**src/rtl/cmp_pkg.sv**
```systemverilog
// Constants shared by the analog threshold comparator
package cmp_pkg;
  localparam int unsigned CLOCK_NS       = 100;      // 10 MHz system clock
  localparam int unsigned TICK_NS        = 1000000;  // Evaluation tick, 1 ms
  localparam int unsigned TICK_CYCLES    = TICK_NS / CLOCK_NS;
  localparam int unsigned TICKS_PER_SEC  = 1000;
  localparam int unsigned VAL_W          = 32;
  localparam int unsigned SEL_W          = 5;
  localparam int unsigned DLY_W          = 16;
  localparam logic [DLY_W-1:0] DLY_MAX   = 16'h8ca0;  // 36000 s
  localparam logic [DLY_W-1:0] DLY_RST   = 16'h0000;  // 0 s
  localparam logic [9:0] TPS_LAST        = 10'h3e7;   // TICKS_PER_SEC - 1
  // Configuration reset values, highest legal selector code and select encodings
  localparam logic signed [VAL_W-1:0] UPPER_RST = 32'sh0000012c;  // 300 rpm
  localparam logic signed [VAL_W-1:0] LOWER_RST = 32'sh000000c8;  // 200 rpm
  localparam logic [SEL_W-1:0] SEL_RST   = 5'h01;     // Speed
  localparam logic [SEL_W-1:0] SEL_LAST  = 5'h1a;     // Highest legal code, 26
  localparam logic STYLE_HYST            = 1'b0;
  localparam logic STYLE_WINDOW          = 1'b1;
  localparam logic SIGN_ABS              = 1'b0;
  localparam logic SIGN_SIGNED           = 1'b1;
  // Quantity select codes with a range of their own, fixed except speed, which follows max_speed
  localparam logic [SEL_W-1:0] Q_SPEED   = 5'h01;
  localparam logic [SEL_W-1:0] Q_OUTVOLT = 5'h06;
  localparam logic [SEL_W-1:0] Q_FREQ    = 5'h07;
  localparam logic [SEL_W-1:0] Q_DCVOLT  = 5'h08;
  localparam logic [SEL_W-1:0] Q_IGBT    = 5'h09;
  localparam logic [SEL_W-1:0] Q_PT1     = 5'h0a;
  localparam logic [SEL_W-1:0] Q_PT3     = 5'h0c;
  localparam logic [SEL_W-1:0] Q_ENERGY  = 5'h0d;
  localparam logic [SEL_W-1:0] Q_RUNH    = 5'h0e;
  localparam logic [SEL_W-1:0] Q_MAINSH  = 5'h0f;
  localparam logic [SEL_W-1:0] Q_AIN1    = 5'h10;
  localparam logic [SEL_W-1:0] Q_AIN4    = 5'h13;
  localparam logic [SEL_W-1:0] Q_PT4     = 5'h16;
  localparam logic [SEL_W-1:0] Q_PT6     = 5'h18;
  localparam logic [SEL_W-1:0] Q_MUX1    = 5'h19;
  localparam logic [SEL_W-1:0] Q_MUX2    = 5'h1a;
  // Range limits, raw integer units
  localparam logic signed [VAL_W-1:0] MAX_OUTVOLT = 32'sh000003e8;  // 1000
  localparam logic signed [VAL_W-1:0] MAX_FREQ    = 32'sh00000190;  // 400
  localparam logic signed [VAL_W-1:0] MAX_DCVOLT  = 32'sh000004e2;  // 1250
  localparam logic signed [VAL_W-1:0] MAX_IGBT    = 32'sh00000064;  // 100
  localparam logic signed [VAL_W-1:0] MAX_PT      = 32'sh0000012c;  // 300
  localparam logic signed [VAL_W-1:0] MIN_PT      = -32'sh00000064; // -100
  localparam logic signed [VAL_W-1:0] MAX_ENERGY  = 32'sh000f4240;  // 1000000
  localparam logic signed [VAL_W-1:0] MAX_HOURS   = 32'sh0000ffff;  // 65535
  localparam logic signed [VAL_W-1:0] MAX_PCT     = 32'sh00000064;  // 100
  localparam logic signed [VAL_W-1:0] ZERO        = 32'sh00000000;
  // Output delay states, one-hot
  typedef enum logic [2:0] {
    DLY_IDLE  = 3'b001,
    DLY_SET   = 3'b010,
    DLY_CLEAR = 3'b100
  } dly_state_t;
endpackage

```
**src/rtl/analog_compare_unit_one.sv**
```systemverilog
// Analog threshold comparator unit with hysteresis/window modes and output delays
`timescale 1ns/1ps
//
// Contract
// - Upper threshold held, reset value 300, in the selected quantity's unit.
// - Lower threshold held, reset value 200, same unit and range as upper.
// - Threshold range follows quantity: speed to max, 400, 1250, 65535 and others.
// - Style select: 0 hysteresis, 1 window; hysteresis after reset.
// - Sign select: 0 absolute value, 1 signed value; absolute after reset.
// - With signed compare, lowest threshold becomes minus the quantity maximum.
// - Hysteresis: output goes high when value rises past upper threshold.
// - Hysteresis: output goes low when value falls past lower threshold.
// - Hysteresis: between thresholds the output keeps its state.
// - Window: output high while value lies between lower and upper.
// - Window: output low whenever value is below lower or above upper.
// - Output assertion delayed by assert delay, 0 to 36000 s, default 0.
// - Output deassertion delayed by deassert delay, 0 to 36000 s, default 0.
// - Running delay timer count readable in seconds, 0 to 36000.
// - Hysteresis with lower above upper latches the output once set.
// - Quantity selector code 0 to 26, speed code 1 after reset.
module analog_compare_unit_one
  import cmp_pkg::*;
#(
  parameter int unsigned TICK_DIV = cmp_pkg::TICK_CYCLES
) (
  input  wire logic                              clock,
  input  wire logic                              rst_b,
  input  wire logic                              cfg_write,
  input  wire logic signed [cmp_pkg::VAL_W-1:0]  cfg_upper_threshold,
  input  wire logic signed [cmp_pkg::VAL_W-1:0]  cfg_lower_threshold,
  input  wire logic                              cfg_compare_style_select,
  input  wire logic                              cfg_sign_handling_select,
  input  wire logic        [cmp_pkg::DLY_W-1:0]  cfg_assert_delay,
  input  wire logic        [cmp_pkg::DLY_W-1:0]  cfg_deassert_delay,
  input  wire logic        [cmp_pkg::SEL_W-1:0]  cfg_monitored_quantity_select,
  input  wire logic signed [cmp_pkg::VAL_W-1:0]  max_speed,
  input  wire logic signed [cmp_pkg::VAL_W-1:0]  quantity_max,
  input  wire logic signed [cmp_pkg::VAL_W-1:0]  monitored_value,
  output logic signed      [cmp_pkg::VAL_W-1:0]  upper_threshold,
  output logic signed      [cmp_pkg::VAL_W-1:0]  lower_threshold,
  output logic                                   compare_style_select,
  output logic                                   sign_handling_select,
  output logic             [cmp_pkg::DLY_W-1:0]  assert_delay,
  output logic             [cmp_pkg::DLY_W-1:0]  deassert_delay,
  output logic             [cmp_pkg::SEL_W-1:0]  monitored_quantity_select,
  output logic             [cmp_pkg::DLY_W-1:0]  delay_timer_count,
  output logic                                   eval_tick,
  output logic                                   raw_compare,
  output logic                                   compare_out
);
  import cmp_pkg::*;

  logic signed [VAL_W-1:0] upper_r, lower_r;
  logic                    style_r, sign_r;
  logic        [DLY_W-1:0] set_dly_r, clr_dly_r;
  logic        [SEL_W-1:0] sel_r;
  logic        [13:0]      div_r;
  logic        [9:0]       sub_r;
  logic        [DLY_W-1:0] timer_r, timer_nxt;
  logic        [9:0]       sub_nxt;
  logic                    raw_r, raw_nxt, out_r, out_nxt;
  dly_state_t              state_r, state_nxt;

  // Range of the quantity that the new configuration selects
  logic signed [VAL_W-1:0] rng_max, rng_min_abs, rng_min;
  always_comb begin
    rng_max     = quantity_max;  // Process and power-type quantities come from outside
    rng_min_abs = ZERO;
    if (cfg_monitored_quantity_select == Q_SPEED) begin
      rng_max = max_speed;
    end else if (cfg_monitored_quantity_select == Q_OUTVOLT) begin
      rng_max = MAX_OUTVOLT;
    end else if (cfg_monitored_quantity_select == Q_FREQ) begin
      rng_max = MAX_FREQ;
    end else if (cfg_monitored_quantity_select == Q_DCVOLT) begin
      rng_max = MAX_DCVOLT;
    end else if (cfg_monitored_quantity_select == Q_IGBT) begin
      rng_max = MAX_IGBT;
    end else if ((cfg_monitored_quantity_select >= Q_PT1 &&
                  cfg_monitored_quantity_select <= Q_PT3) ||
                 (cfg_monitored_quantity_select >= Q_PT4 &&
                  cfg_monitored_quantity_select <= Q_PT6)) begin
      rng_max     = MAX_PT;
      rng_min_abs = MIN_PT;
    end else if (cfg_monitored_quantity_select == Q_ENERGY) begin
      rng_max = MAX_ENERGY;
    end else if (cfg_monitored_quantity_select == Q_RUNH ||
                 cfg_monitored_quantity_select == Q_MAINSH) begin
      rng_max = MAX_HOURS;
    end else if ((cfg_monitored_quantity_select >= Q_AIN1 &&
                  cfg_monitored_quantity_select <= Q_AIN4) ||
                 cfg_monitored_quantity_select == Q_MUX1 ||
                 cfg_monitored_quantity_select == Q_MUX2) begin
      rng_max = MAX_PCT;
    end
  end
  assign rng_min = (cfg_sign_handling_select == SIGN_SIGNED) ? -rng_max : rng_min_abs;

  // Clamp requested values so stored thresholds never leave the legal range
  wire signed [VAL_W-1:0] upper_clamp = (cfg_upper_threshold > rng_max) ? rng_max :
                                        (cfg_upper_threshold < rng_min) ? rng_min :
                                        cfg_upper_threshold;
  wire signed [VAL_W-1:0] lower_clamp = (cfg_lower_threshold > rng_max) ? rng_max :
                                        (cfg_lower_threshold < rng_min) ? rng_min :
                                        cfg_lower_threshold;
  wire        [DLY_W-1:0] set_clamp   = (cfg_assert_delay > DLY_MAX) ? DLY_MAX :
                                        cfg_assert_delay;
  wire        [DLY_W-1:0] clr_clamp   = (cfg_deassert_delay > DLY_MAX) ? DLY_MAX :
                                        cfg_deassert_delay;
  wire        [SEL_W-1:0] sel_clamp   = (cfg_monitored_quantity_select > SEL_LAST) ?
                                        sel_r : cfg_monitored_quantity_select;  // Illegal code ignored

  // Configuration store, loaded as one atomic write
  always_ff @(posedge clock or negedge rst_b) begin
    if (!rst_b) begin
      upper_r   <= UPPER_RST;
      lower_r   <= LOWER_RST;
      style_r   <= STYLE_HYST;
      sign_r    <= SIGN_ABS;
      set_dly_r <= DLY_RST;
      clr_dly_r <= DLY_RST;
      sel_r     <= SEL_RST;
    end else if (cfg_write) begin
      upper_r   <= upper_clamp;
      lower_r   <= lower_clamp;
      style_r   <= cfg_compare_style_select;
      sign_r    <= cfg_sign_handling_select;
      set_dly_r <= set_clamp;
      clr_dly_r <= clr_clamp;
      sel_r     <= sel_clamp;
    end
  end

  // Evaluation tick divider; the tick paces both compare and delay timing
  wire tick = (div_r == 14'(TICK_DIV - 1));
  always_ff @(posedge clock or negedge rst_b) begin
    if (!rst_b) begin
      div_r <= 14'h0000;
    end else begin
      div_r <= tick ? 14'h0000 : div_r + 14'h0001;
    end
  end

  // Value as compared: magnitude unless signed handling is chosen
  wire signed [VAL_W-1:0] cmp_val = (sign_r == SIGN_SIGNED || !monitored_value[VAL_W-1]) ?
                                    monitored_value : -monitored_value;
  wire above_upper  = cmp_val > upper_r;
  wire below_lower  = cmp_val < lower_r;
  wire inside_band  = (cmp_val >= lower_r) && (cmp_val <= upper_r);
  // Lower above upper disables the reset path, so a set output latches
  wire latch_mode   = lower_r > upper_r;

  // Raw comparator decision
  always_comb begin
    raw_nxt = raw_r;
    if (style_r == STYLE_WINDOW) begin
      raw_nxt = inside_band;
    end else if (above_upper) begin
      raw_nxt = 1'b1;
    end else if (below_lower && !latch_mode) begin
      raw_nxt = 1'b0;
    end                                         // Otherwise hold
  end

  // Delay shaping: timer counts seconds while raw differs from output
  always_comb begin
    state_nxt = DLY_IDLE;
    timer_nxt = 16'h0000;
    sub_nxt   = 10'h000;
    out_nxt   = out_r;
    if (raw_nxt != out_r) begin
      state_nxt = raw_nxt ? DLY_SET : DLY_CLEAR;
      if (state_r != state_nxt) begin
        timer_nxt = 16'h0000;                   // Fresh start of a delay
        sub_nxt   = 10'h000;
      end else begin
        timer_nxt = timer_r;
        sub_nxt   = sub_r;
      end
      if (timer_nxt >= (raw_nxt ? set_dly_r : clr_dly_r)) begin
        out_nxt   = raw_nxt;
        state_nxt = DLY_IDLE;
        timer_nxt = 16'h0000;
        sub_nxt   = 10'h000;
      end else if (sub_nxt == TPS_LAST) begin
        sub_nxt   = 10'h000;
        timer_nxt = timer_nxt + 16'h0001;       // Whole seconds
      end else begin
        sub_nxt   = sub_nxt + 10'h001;
      end
    end                                          // Match cancels the delay
  end

  // Comparator and delay state advance only on the tick
  always_ff @(posedge clock or negedge rst_b) begin
    if (!rst_b) begin
      raw_r   <= 1'b0;
      out_r   <= 1'b0;
      timer_r <= 16'h0000;
      sub_r   <= 10'h000;
      state_r <= DLY_IDLE;
    end else if (tick) begin
      raw_r   <= raw_nxt;
      out_r   <= out_nxt;
      timer_r <= timer_nxt;
      sub_r   <= sub_nxt;
      state_r <= state_nxt;
    end
  end

  // Output drive, all from flip-flops except the tick strobe
  assign upper_threshold           = upper_r;
  assign lower_threshold           = lower_r;
  assign compare_style_select      = style_r;
  assign sign_handling_select      = sign_r;
  assign assert_delay              = set_dly_r;
  assign deassert_delay            = clr_dly_r;
  assign monitored_quantity_select = sel_r;
  assign delay_timer_count         = timer_r;
  assign eval_tick                 = tick;
  assign raw_compare               = raw_r;
  assign compare_out               = out_r;

  // Checks
  AST_UPPER_RANGE: assert property (@(posedge clock) disable iff (!rst_b)
    cfg_write |=> (upper_r <= $past(rng_max)) && (lower_r <= $past(rng_max)))
    else $error("Threshold stored above quantity maximum");
  AST_SIGNED_MIN: assert property (@(posedge clock) disable iff (!rst_b)
    cfg_write && cfg_sign_handling_select && (cfg_lower_threshold < rng_min)
    |=> lower_r == $past(rng_min))
    else $error("Signed lower limit not minus maximum");
  AST_HYST_SET: assert property (@(posedge clock) disable iff (!rst_b)
    tick && style_r == STYLE_HYST && above_upper |=> raw_r)
    else $error("Hysteresis did not set above upper");
  AST_HYST_CLR: assert property (@(posedge clock) disable iff (!rst_b)
    tick && style_r == STYLE_HYST && below_lower && !above_upper && !latch_mode |=> !raw_r)
    else $error("Hysteresis did not clear below lower");
  AST_HYST_HOLD: assert property (@(posedge clock) disable iff (!rst_b)
    tick && style_r == STYLE_HYST && !above_upper && !below_lower |=> $stable(raw_r))
    else $error("Hysteresis changed between thresholds");
  AST_WIN_IN: assert property (@(posedge clock) disable iff (!rst_b)
    tick && style_r == STYLE_WINDOW && cmp_val >= lower_r && cmp_val <= upper_r |=> raw_r)
    else $error("Window not high inside band");
  AST_WIN_OUT: assert property (@(posedge clock) disable iff (!rst_b)
    tick && style_r == STYLE_WINDOW && (cmp_val < lower_r || cmp_val > upper_r) |=> !raw_r)
    else $error("Window not low outside band");
  AST_LATCH: assert property (@(posedge clock) disable iff (!rst_b)
    style_r == STYLE_HYST && latch_mode && raw_r && !cfg_write |=> raw_r)
    else $error("Latched output released");
  AST_TIMER_MAX: assert property (@(posedge clock) disable iff (!rst_b)
    timer_r <= DLY_MAX)
    else $error("Delay timer beyond limit");
  AST_CANCEL: assert property (@(posedge clock) disable iff (!rst_b)
    tick && raw_nxt == out_r |=> timer_r == 16'h0000 && state_r == DLY_IDLE)
    else $error("Delay not cancelled on match");
  AST_OUT_TICK: assert property (@(posedge clock) disable iff (!rst_b)
    !tick |=> $stable(out_r) && $stable(raw_r))
    else $error("Output moved off tick");
  AST_SET_DELAY: assert property (@(posedge clock) disable iff (!rst_b)
    $rose(out_r) |-> $past(timer_r) >= $past(set_dly_r))
    else $error("Output set before delay");
  AST_CLR_DELAY: assert property (@(posedge clock) disable iff (!rst_b)
    $fell(out_r) |-> $past(timer_r) >= $past(clr_dly_r))
    else $error("Output cleared before delay");

  // Configuration store checks; a negative maximum input would void the range ones
  AST_LOWER_RANGE: assert property (@(posedge clock) disable iff (!rst_b)
    cfg_write |=> (upper_r >= $past(rng_min)) && (lower_r >= $past(rng_min)))
    else $error("Threshold stored below quantity minimum");
  AST_DLY_CLAMP: assert property (@(posedge clock) disable iff (!rst_b)
    cfg_write |=> (set_dly_r <= DLY_MAX) && (clr_dly_r <= DLY_MAX))
    else $error("Delay stored beyond limit");
  AST_STYLE_LOAD: assert property (@(posedge clock) disable iff (!rst_b)
    cfg_write |=> (style_r == $past(cfg_compare_style_select)) &&
                  (sign_r == $past(cfg_sign_handling_select)))
    else $error("Style or sign select not loaded");
  AST_SEL_LOAD: assert property (@(posedge clock) disable iff (!rst_b)
    cfg_write && (cfg_monitored_quantity_select <= SEL_LAST)
    |=> sel_r == $past(cfg_monitored_quantity_select))
    else $error("Legal selector code not stored");
  AST_SEL_KEEP: assert property (@(posedge clock) disable iff (!rst_b)
    cfg_write && (cfg_monitored_quantity_select > SEL_LAST) |=> $stable(sel_r))
    else $error("Illegal selector code was stored");
  // Delay timer checks: seconds only step up by one or restart from zero
  AST_TIMER_STEP: assert property (@(posedge clock) disable iff (!rst_b)
    $changed(timer_r) |-> (timer_r == 16'h0000) || (timer_r == $past(timer_r) + 16'h0001))
    else $error("Delay timer skipped a second");
  AST_TIMER_IDLE: assert property (@(posedge clock) disable iff (!rst_b)
    state_r == DLY_IDLE |-> (timer_r == 16'h0000) && (sub_r == 10'h000))
    else $error("Idle delay state with running timer");
  AST_FIRE_CLEAR: assert property (@(posedge clock) disable iff (!rst_b)
    $changed(out_r) |-> (timer_r == 16'h0000) && (state_r == DLY_IDLE))
    else $error("Timer not cleared when output moved");
  AST_ZERO_SET: assert property (@(posedge clock) disable iff (!rst_b)
    tick && raw_nxt && !out_r && (set_dly_r == DLY_RST) |=> out_r)
    else $error("Zero set delay did not pass through");
  AST_ZERO_CLR: assert property (@(posedge clock) disable iff (!rst_b)
    tick && !raw_nxt && out_r && (clr_dly_r == DLY_RST) |=> !out_r)
    else $error("Zero reset delay did not pass through");

endmodule // analog_compare_unit_one

```
**config.mk**
```make
export PLATFORM = sky130hd
export DESIGN_NAME = analog_compare_unit_one
export DESIGN_NICKNAME = d
export VERILOG_FILES = /design/src/rtl/cmp_pkg.sv /design/src/rtl/analog_compare_unit_one.sv
export SDC_FILE = /design/constraint.sdc
export NUM_CORES = 1
export LEC_CHECK = 0
export ABC_AREA = 1
export ABC_CLOCK_PERIOD_IN_PS = 6300
export BUFFER_PORTS_ARGS = -buffer_cell sky130_fd_sc_hd__buf_2
export CAP_MARGIN = 20
export CORE_UTILIZATION = 45
export DETAILED_ROUTE_END_ITERATION = 16
export PLACE_DENSITY = 0.68
export SLEW_MARGIN = 20
export SYNTH_ARGS = -nofsm -noshare
export SYNTH_HDL_FRONTEND = slang
export SYNTH_SLANG_ARGS = --single-unit
```
**constraint.sdc**
```tcl
create_clock -name clock -period 6.3 [get_ports clock]
set_clock_uncertainty 0.05 [all_clocks]
set_input_delay 1.575 -clock clock [delete_from_list [all_inputs] [get_ports clock]]
set_output_delay 1.575 -clock clock [all_outputs]
set_load 0.005 [all_outputs]
```
* After elaboration in Yosys (flattened, before gate mapping)
Cells that the tools add are included.
** Storage, ports and cells
- Flip-flop bits (word level) :: 148
- Latch bits :: 0
- RAM bits :: 0
- Bits in read-only memories :: 0
- Bits of input ports :: 202
- Output and inout port bits :: 122
- Memories kept :: 0
** Cells by class
- $add $sub $neg :: 5
- $mul :: 0
- Divide/modulo/power cells :: 0
- Magnitude comparators :: 19
- Equal/unequal tests :: 14
- Shifts and indexed selects :: 0
- Muxes and demuxes :: 41
- Bitwise logic cells :: 1
- Reduce and logical (&&, ||, !) cells :: 14
** Operators by type and width (count)
- $mux W32 :: 21
- $gt A32 B32 Y1 :: 4
- $mux W16 :: 8
- $lt A32 B32 Y1 :: 3
- $neg A32 Y32 :: 2
- $mux W10 :: 5
- $ge A32 B32 Y1 :: 1
- $gt A16 B16 Y1 const B :: 2
- $le A32 B32 Y1 :: 1
- $eq A5 B4 Y1 const B :: 5
- $add A16 B1 Y16 const B :: 1
- $ge A16 B16 Y1 :: 1
- $add A14 B1 Y14 const B :: 1
- $eq A14 B14 Y1 const B :: 1
- $mux W14 :: 1
- $add A10 B1 Y10 const B :: 1
- $eq A10 B10 Y1 const B :: 1
- $eq A5 B3 Y1 const B :: 2
- $eq A5 B5 Y1 const B :: 2
- $ge A5 B5 Y1 const B :: 2
- $le A5 B5 Y1 const B :: 2
- $mux W3 :: 3
- $eq A5 B1 Y1 const B :: 1
- $ge A5 B4 Y1 const B :: 1
- 11 further kinds :: 22

* Depth between registers and ports, before layout
- Depth after elaboration :: 18
- Mapped depth :: 52
- Mapped depth without buffers :: 52

* Least setup slack after synthesis
OpenSTA, ideal clock, no wires.
- Path type :: input port to flip-flop
- Start point :: input monitored_value[0] (netlist bit)
- End point :: register timer_r[8] (netlist: delay_timer_count[8])
- Arrival :: 7.458 ns
- Required time :: 6.167 ns
- Setup slack :: -1.291 ns
- Stages :: 50
- Buffers on the path :: 3
- Cells stage by stage :: inv_1 > ha_1 > inv_1 > nor4_1 > inv_1 > nor3_1 > nand2_1 > nor3_1 > nand3_1 > nor3_1 > nand2_1 > nor3_1 > inv_1 > nor3_1 > nand3_1 > nand2_1 > o21ai_0 > xor2_1 > [... 14 more ...] > buf_6 > buf_2 > nor2_1 > ha_1 > a21oi_1 > o21ai_0 > nand2_1 > a21boi_0 > o21bai_1 > nand2_1 > a21oi_1 > o2111ai_1 > inv_1 > nand4_1 > nand2_1 > clkbuf_1 > nand3_1 > o21ai_0
** On the way
- Cells in the longest elaborated chain, start to end :: 15
- Elaborated cells between the ends (all ways) :: 25
- Classes of those cells :: add/sub: 2; order compare: 5; eq/ne: 3; mux: 13; reduce/logical: 2
** RTL lines
- start, declared :: RTL line analog_compare_unit_one.sv:38 : input wire logic signed [cmp_pkg::VAL_W-1:0] monitored_value,
- $neg A32 Y32 :: RTL line analog_compare_unit_one.sv:146 : monitored_value : -monitored_value;
- $mux W32 * :: RTL line analog_compare_unit_one.sv:145 : wire signed [VAL_W-1:0] cmp_val = (sign_r == SIGN_SIGNED || !monitored_value[VAL_W-1]) ?
- $lt A32 B32 Y1 :: RTL line analog_compare_unit_one.sv:148 : wire below_lower = cmp_val < lower_r;
- $logic_and A1 B1 Y1 :: RTL line analog_compare_unit_one.sv:160 : end else if (below_lower && !latch_mode) begin
- $mux W1 :: RTL line analog_compare_unit_one.sv:160
- $mux W1 :: RTL line analog_compare_unit_one.sv:158 : end else if (above_upper) begin
- $mux W1 * :: RTL line analog_compare_unit_one.sv:156 : if (style_r == STYLE_WINDOW) begin
- $mux W3 :: RTL line analog_compare_unit_one.sv:172 : state_nxt = raw_nxt ? DLY_SET : DLY_CLEAR;
- $ne A3 B3 Y1 :: RTL line analog_compare_unit_one.sv:173 : if (state_r != state_nxt) begin
- $mux W16 or $mux W10 (tied branches) :: RTL line analog_compare_unit_one.sv:173
- $mux W16 or $mux W10 (tied branches) :: RTL line analog_compare_unit_one.sv:171 : if (raw_nxt != out_r) begin
- $add A16 B1 Y16 or $eq A10 B10 Y1 (tied branches) :: RTL line analog_compare_unit_one.sv:187, analog_compare_unit_one.sv:185
- $mux W16 :: RTL line analog_compare_unit_one.sv:185 : end else if (sub_nxt == TPS_LAST) begin
- $mux W16 :: RTL line analog_compare_unit_one.sv:180 : if (timer_nxt >= (raw_nxt ? set_dly_r : clr_dly_r)) begin
- $mux W16 * :: RTL line analog_compare_unit_one.sv:171
- end signal, assigned :: RTL line analog_compare_unit_one.sv:205 : timer_r <= timer_nxt;
- end, declared :: RTL line analog_compare_unit_one.sv:59 : logic [DLY_W-1:0] timer_r, timer_nxt;
Mark *: on every way between the ends. The rest lies on a longest branch, timed or not. The select of a mux whose other input is x is not followed.
A chain may end at the register's enable or synchronous reset.

* Worst setup path in the final report
- Start point :: input monitored_value[1] (netlist bit)
- End point :: register sub_r[7]
** On the way
- Cells in the longest elaborated chain, start to end :: 15
- Elaborated cells between the ends (all ways) :: 25
- Classes of those cells :: add/sub: 2; order compare: 5; eq/ne: 3; mux: 13; reduce/logical: 2
** RTL lines
- $neg A32 Y32 :: RTL line analog_compare_unit_one.sv:146
- $mux W32 * :: RTL line analog_compare_unit_one.sv:145
- $lt A32 B32 Y1 :: RTL line analog_compare_unit_one.sv:148
- $logic_and A1 B1 Y1 :: RTL line analog_compare_unit_one.sv:160
- $mux W1 :: RTL line analog_compare_unit_one.sv:160
- $mux W1 :: RTL line analog_compare_unit_one.sv:158
- $mux W1 * :: RTL line analog_compare_unit_one.sv:156
- $mux W3 :: RTL line analog_compare_unit_one.sv:172
- $ne A3 B3 Y1 :: RTL line analog_compare_unit_one.sv:173
- $mux W10 :: RTL line analog_compare_unit_one.sv:173
- $mux W10 :: RTL line analog_compare_unit_one.sv:171
- $add A10 B1 Y10 or $eq A10 B10 Y1 (tied branches) :: RTL line analog_compare_unit_one.sv:189, analog_compare_unit_one.sv:185
- $mux W10 :: RTL line analog_compare_unit_one.sv:185
- $mux W10 :: RTL line analog_compare_unit_one.sv:180
- $mux W10 * :: RTL line analog_compare_unit_one.sv:171
- end signal, assigned :: RTL line analog_compare_unit_one.sv:206 : sub_r <= sub_nxt;
- end, declared :: RTL line analog_compare_unit_one.sv:58 : logic [9:0] sub_r;
Marks and branches as above.

==> results.json <==
{
  "drcViolationCount": 0,
  "core_um2": 36790,
  "wl_per_cell_um": 19.13,
  "path_class": "input pin to flop",
  "syn2layout_area_growth_pct": 34.07,
  "worst_setup_path_start_kind": "input pin",
  "initial_utilization_pct": 45.88,
  "wl_met3_mm": 4.954,
  "path_delay_family": "simple AND/OR/NAND/NOR gates",
  "fin_crit_ns": 7.729,
  "finalHoldViolations": 0,
  "required_ns": 6.60,
  "ys_seq_area_share_pct": 22.01,
  "synthesis.area_um2": 16880,
  "yosys_warnings": 0,
  "cpMaxStageDelayCell": "ha_1",
  "cts_max_level": 4,
  "die_area_um2": 38290,
  "pin_count": 324,
  "dr_wl_met2_mm": 31.93,
  "synth-async-reset-ratio_pct": 100.0,
  "min_path_type": "flop to flop",
  "first_pass_iters": 6,
  "final-seq-area_um2": 3715,
  "clk_latency_ns": 0.45,
  "grt_start_max_net_pins": 78,
  "critPathBufInv": 7,
  "crit_top_cell": "nand2_1",
  "drtAntennaViolNets": 0,
  "syn_inst": 2603,
  "cp_data_arrival_time_ns": 8.03,
  "status": "finished, violations left",
  "setup.worst_path.end_class": "flop",
  "fin_util_pct": 61.52,
  "vias_per_cell": 5.445,
  "cap_violations": 0,
  "worst_pin_slew_ns": 0.9289,
  "multiInputGateArea_um2": 11980,
  "fp.dieW_um": 195.7,
  "cts_buffer_depth": 2,
  "wl_met1_mm": 31.63,
  "top_layer": "met4",
  "nets": 3652,
  "grt_pass1_vias": 19420,
  "postSynthNetCount": 3048,
  "finalPower_w": 0.005159,
  "vias": 20100,
  "syn_avg_cell_area_um2": 6.484,
  "antenna_found_initial": 3,
  "cts_made_buffers": 17,
  "synth-edff-count": 0,
  "drive_gt1_share_pct": 27.36,
  "dp_hpwl_mm": 58.00,
  "grt_pass1_wl_mm": 108.3,
  "synth_flop_cell": "dfrtp_1",
  "place_congestion": 1.022,
  "clock.fmax_ghz": 0.1294,
  "power.density_nw_per_um2": 228.0,
  "worst_hold_slack_ns": 0.4222,
  "synth.distinct_cells": 59,
  "slew_headroom_pct": 38.01,
  "fin_ws_ns": -1.429,
  "cts.sinks": 148,
  "root_buffer": "clkbuf_16",
  "p_leak_nw": 12.58,
  "grt_use_total_pct": 36.79,
  "critPathMaxStageDelay_ns": 0.31,
  "port_buffers": 323,
  "nFillCells": 3486,
  "ir_drop_uv": 193.5,
  "die_h_um": 195.7,
  "drt_iter0_markers": 1534,
  "grt-ovfl-total": 0,
  "path_clk_slew_ns": 0.07,
  "cp_max_fo": 4,
  "rows": 70,
  "setup_violations": 30,
  "slew_violations": 0,
  "wl_mm": 70.63,
  "rsz0062_at_grt": "true",
  "min_period_over_period_pct": 122.7,
  "cts_tree": "built",
  "violations": "negative setup slack",
  "holdBufCountCts": 0,
  "ys_ff_latch": 148
}
[worst register-to-register path, delay by kind of cell, from the launching register on]
family	cells	cell delay, ns
DFF	1	0.35
and+or+nand+nor	23	2.12
adders and majority gates	2	0.49
AOI/OAI and AO/OA	8	1.04
xor gates and xnor gates	1	0.18
buffers and inverters	6	0.89
[layer usage]
metal	global-route usage, %	vias up
met1	51.15	9431
met4	12.21	0
met2	58.69	776
li1	-	9760
met5	0	-
met3	5.020	131
[metrics by stage]
step                std cells  cell area, um2  TNS (ns)  setup WS [ns]
floorplan                2603           17060    -17.94        -0.7359
global route             3691           22630    -52.46         -1.855
CTS                      3679           22340    -30.93         -1.145
detailed placement       3612           21250    -52.90         -1.867
finish                   3691           22630    -39.74         -1.429
global placement         3612           21250    -44.86         -1.576
[cells in the mapped netlist (8+ instances only)]
master | instances | area [um2]
o22ai_1 | 14 | 87.58
clkbuf_1 | 48 | 180.2
xor2_1 | 38 | 332.8
inv_2 | 13 | 48.80
dfrtp_1 | 139 | 3478
nor2_2 | 17 | 106.4
o21a_1 | 9 | 67.56
or2_2 | 9 | 56.30
nand3_2 | 8 | 80.08
o21ai_1 | 13 | 65.06
nand2_2 | 16 | 100.1
ha_1 | 243 | 3040
buf_2 | 14 | 70.07
nor4_1 | 13 | 81.33
a211oi_1 | 10 | 75.07
o21ai_0 | 149 | 745.7
dfstp_2 | 9 | 236.5
a21oi_1 | 171 | 855.8
a31oi_1 | 8 | 50.05
nand2_1 | 718 | 2695
inv_1 | 372 | 1396
nand4_1 | 47 | 294.0
xnor2_1 | 12 | 105.1
nor3_1 | 32 | 160.2
nand3_1 | 206 | 1031
nor2_1 | 194 | 728.2
[final timing paths]
path,startpoint,endpoint,cells after the start,slack (ns)
min,div_r[0]$_DFF_PN0_,div_r[0]$_DFF_PN0_,1,0.42
max,monitored_value[1],sub_r[7]$_DFFE_PN0P_,50,-1.43
max reg2reg,sign_handling_select$_DFFE_PN0P_,sub_r[7]$_DFFE_PN0P_,40,1.10
max in group asynchronous,rst_b,lower_threshold[28]$_DFFE_PN0P_,2,3.92
min in group asynchronous,rst_b,upper_threshold[9]$_DFFE_PN0P_,1,1.14
min reg2reg,div_r[0]$_DFF_PN0_,div_r[0]$_DFF_PN0_,1,0.42
[registers in the layout (all words and copies together) (netlist names), 3 cells and up]
register / cells
sub_r: 10
deassert_delay: 16
delay_timer_count: 16
assert_delay: 16
upper_threshold: 32
monitored_quantity_select: 5
lower_threshold: 32
state_r: 3
div_r: 14
[layout make-up]
type | instances | area share [%]
Antenna cell | 3 | 0.03317
Clock inverter | 14 | 0.7298
Inverter | 391 | 6.591
Timing Repair Buffer | 652 | 18.77
Tap cell | 468 | 2.588
Multi-Input combinational cell | 1997 | 52.94
Clock buffer | 18 | 1.941
Sequential cell | 148 | 16.42
[repair_timing]
item	in CTS	in global routing
endpoints found under the setup margin	30	94
gates resized for setup	59	49
pin swaps	30	37
gates cloned	1	0
setup buffers	38	12
[cells by family (layout without fill, tap and decap cells)]
kind of cell / Yosys count / after routing / synth area share (%)
and+or+nand+nor: 1293 / 1294 / 33.48
buffers and inverters: 459 / 1075 / 10.42
AOI/OAI and AO/OA: 406 / 406 / 13.25
adders and majority gates: 243 / 243 / 18.01
DFF: 148 / 148 / 22.01
xor gates and xnor gates: 50 / 50 / 2.595
muxes: 4 / 4 / 0.2372
other: 0 / 3 / 0
[report_power, final]
part	leakage, nW	switching (W)	internal, W
Combinational	10.6	0.00163	0.00111
Clock	0.296	0.000481	0.000607
Sequential	1.70	0.000247	0.00109
[cells in the final DEF (no fill, tap or decap), types with 17 or more instances in the layout]
cell and count:
nand2_2 21, nand2_1 708, buf_4 317, inv_2 19, a21oi_1 164, nand3_2 25, nand3_1 185, nor3_1 23
o21ai_1 20, nand4_1 47, xor2_1 36, nor2_1 182, inv_1 363, clkbuf_16 17, nor2_2 21, dfrtp_1 139
buf_2 319, ha_1 238, o21ai_0 135
No activity file was read; power rests on OpenSTA's default activity.
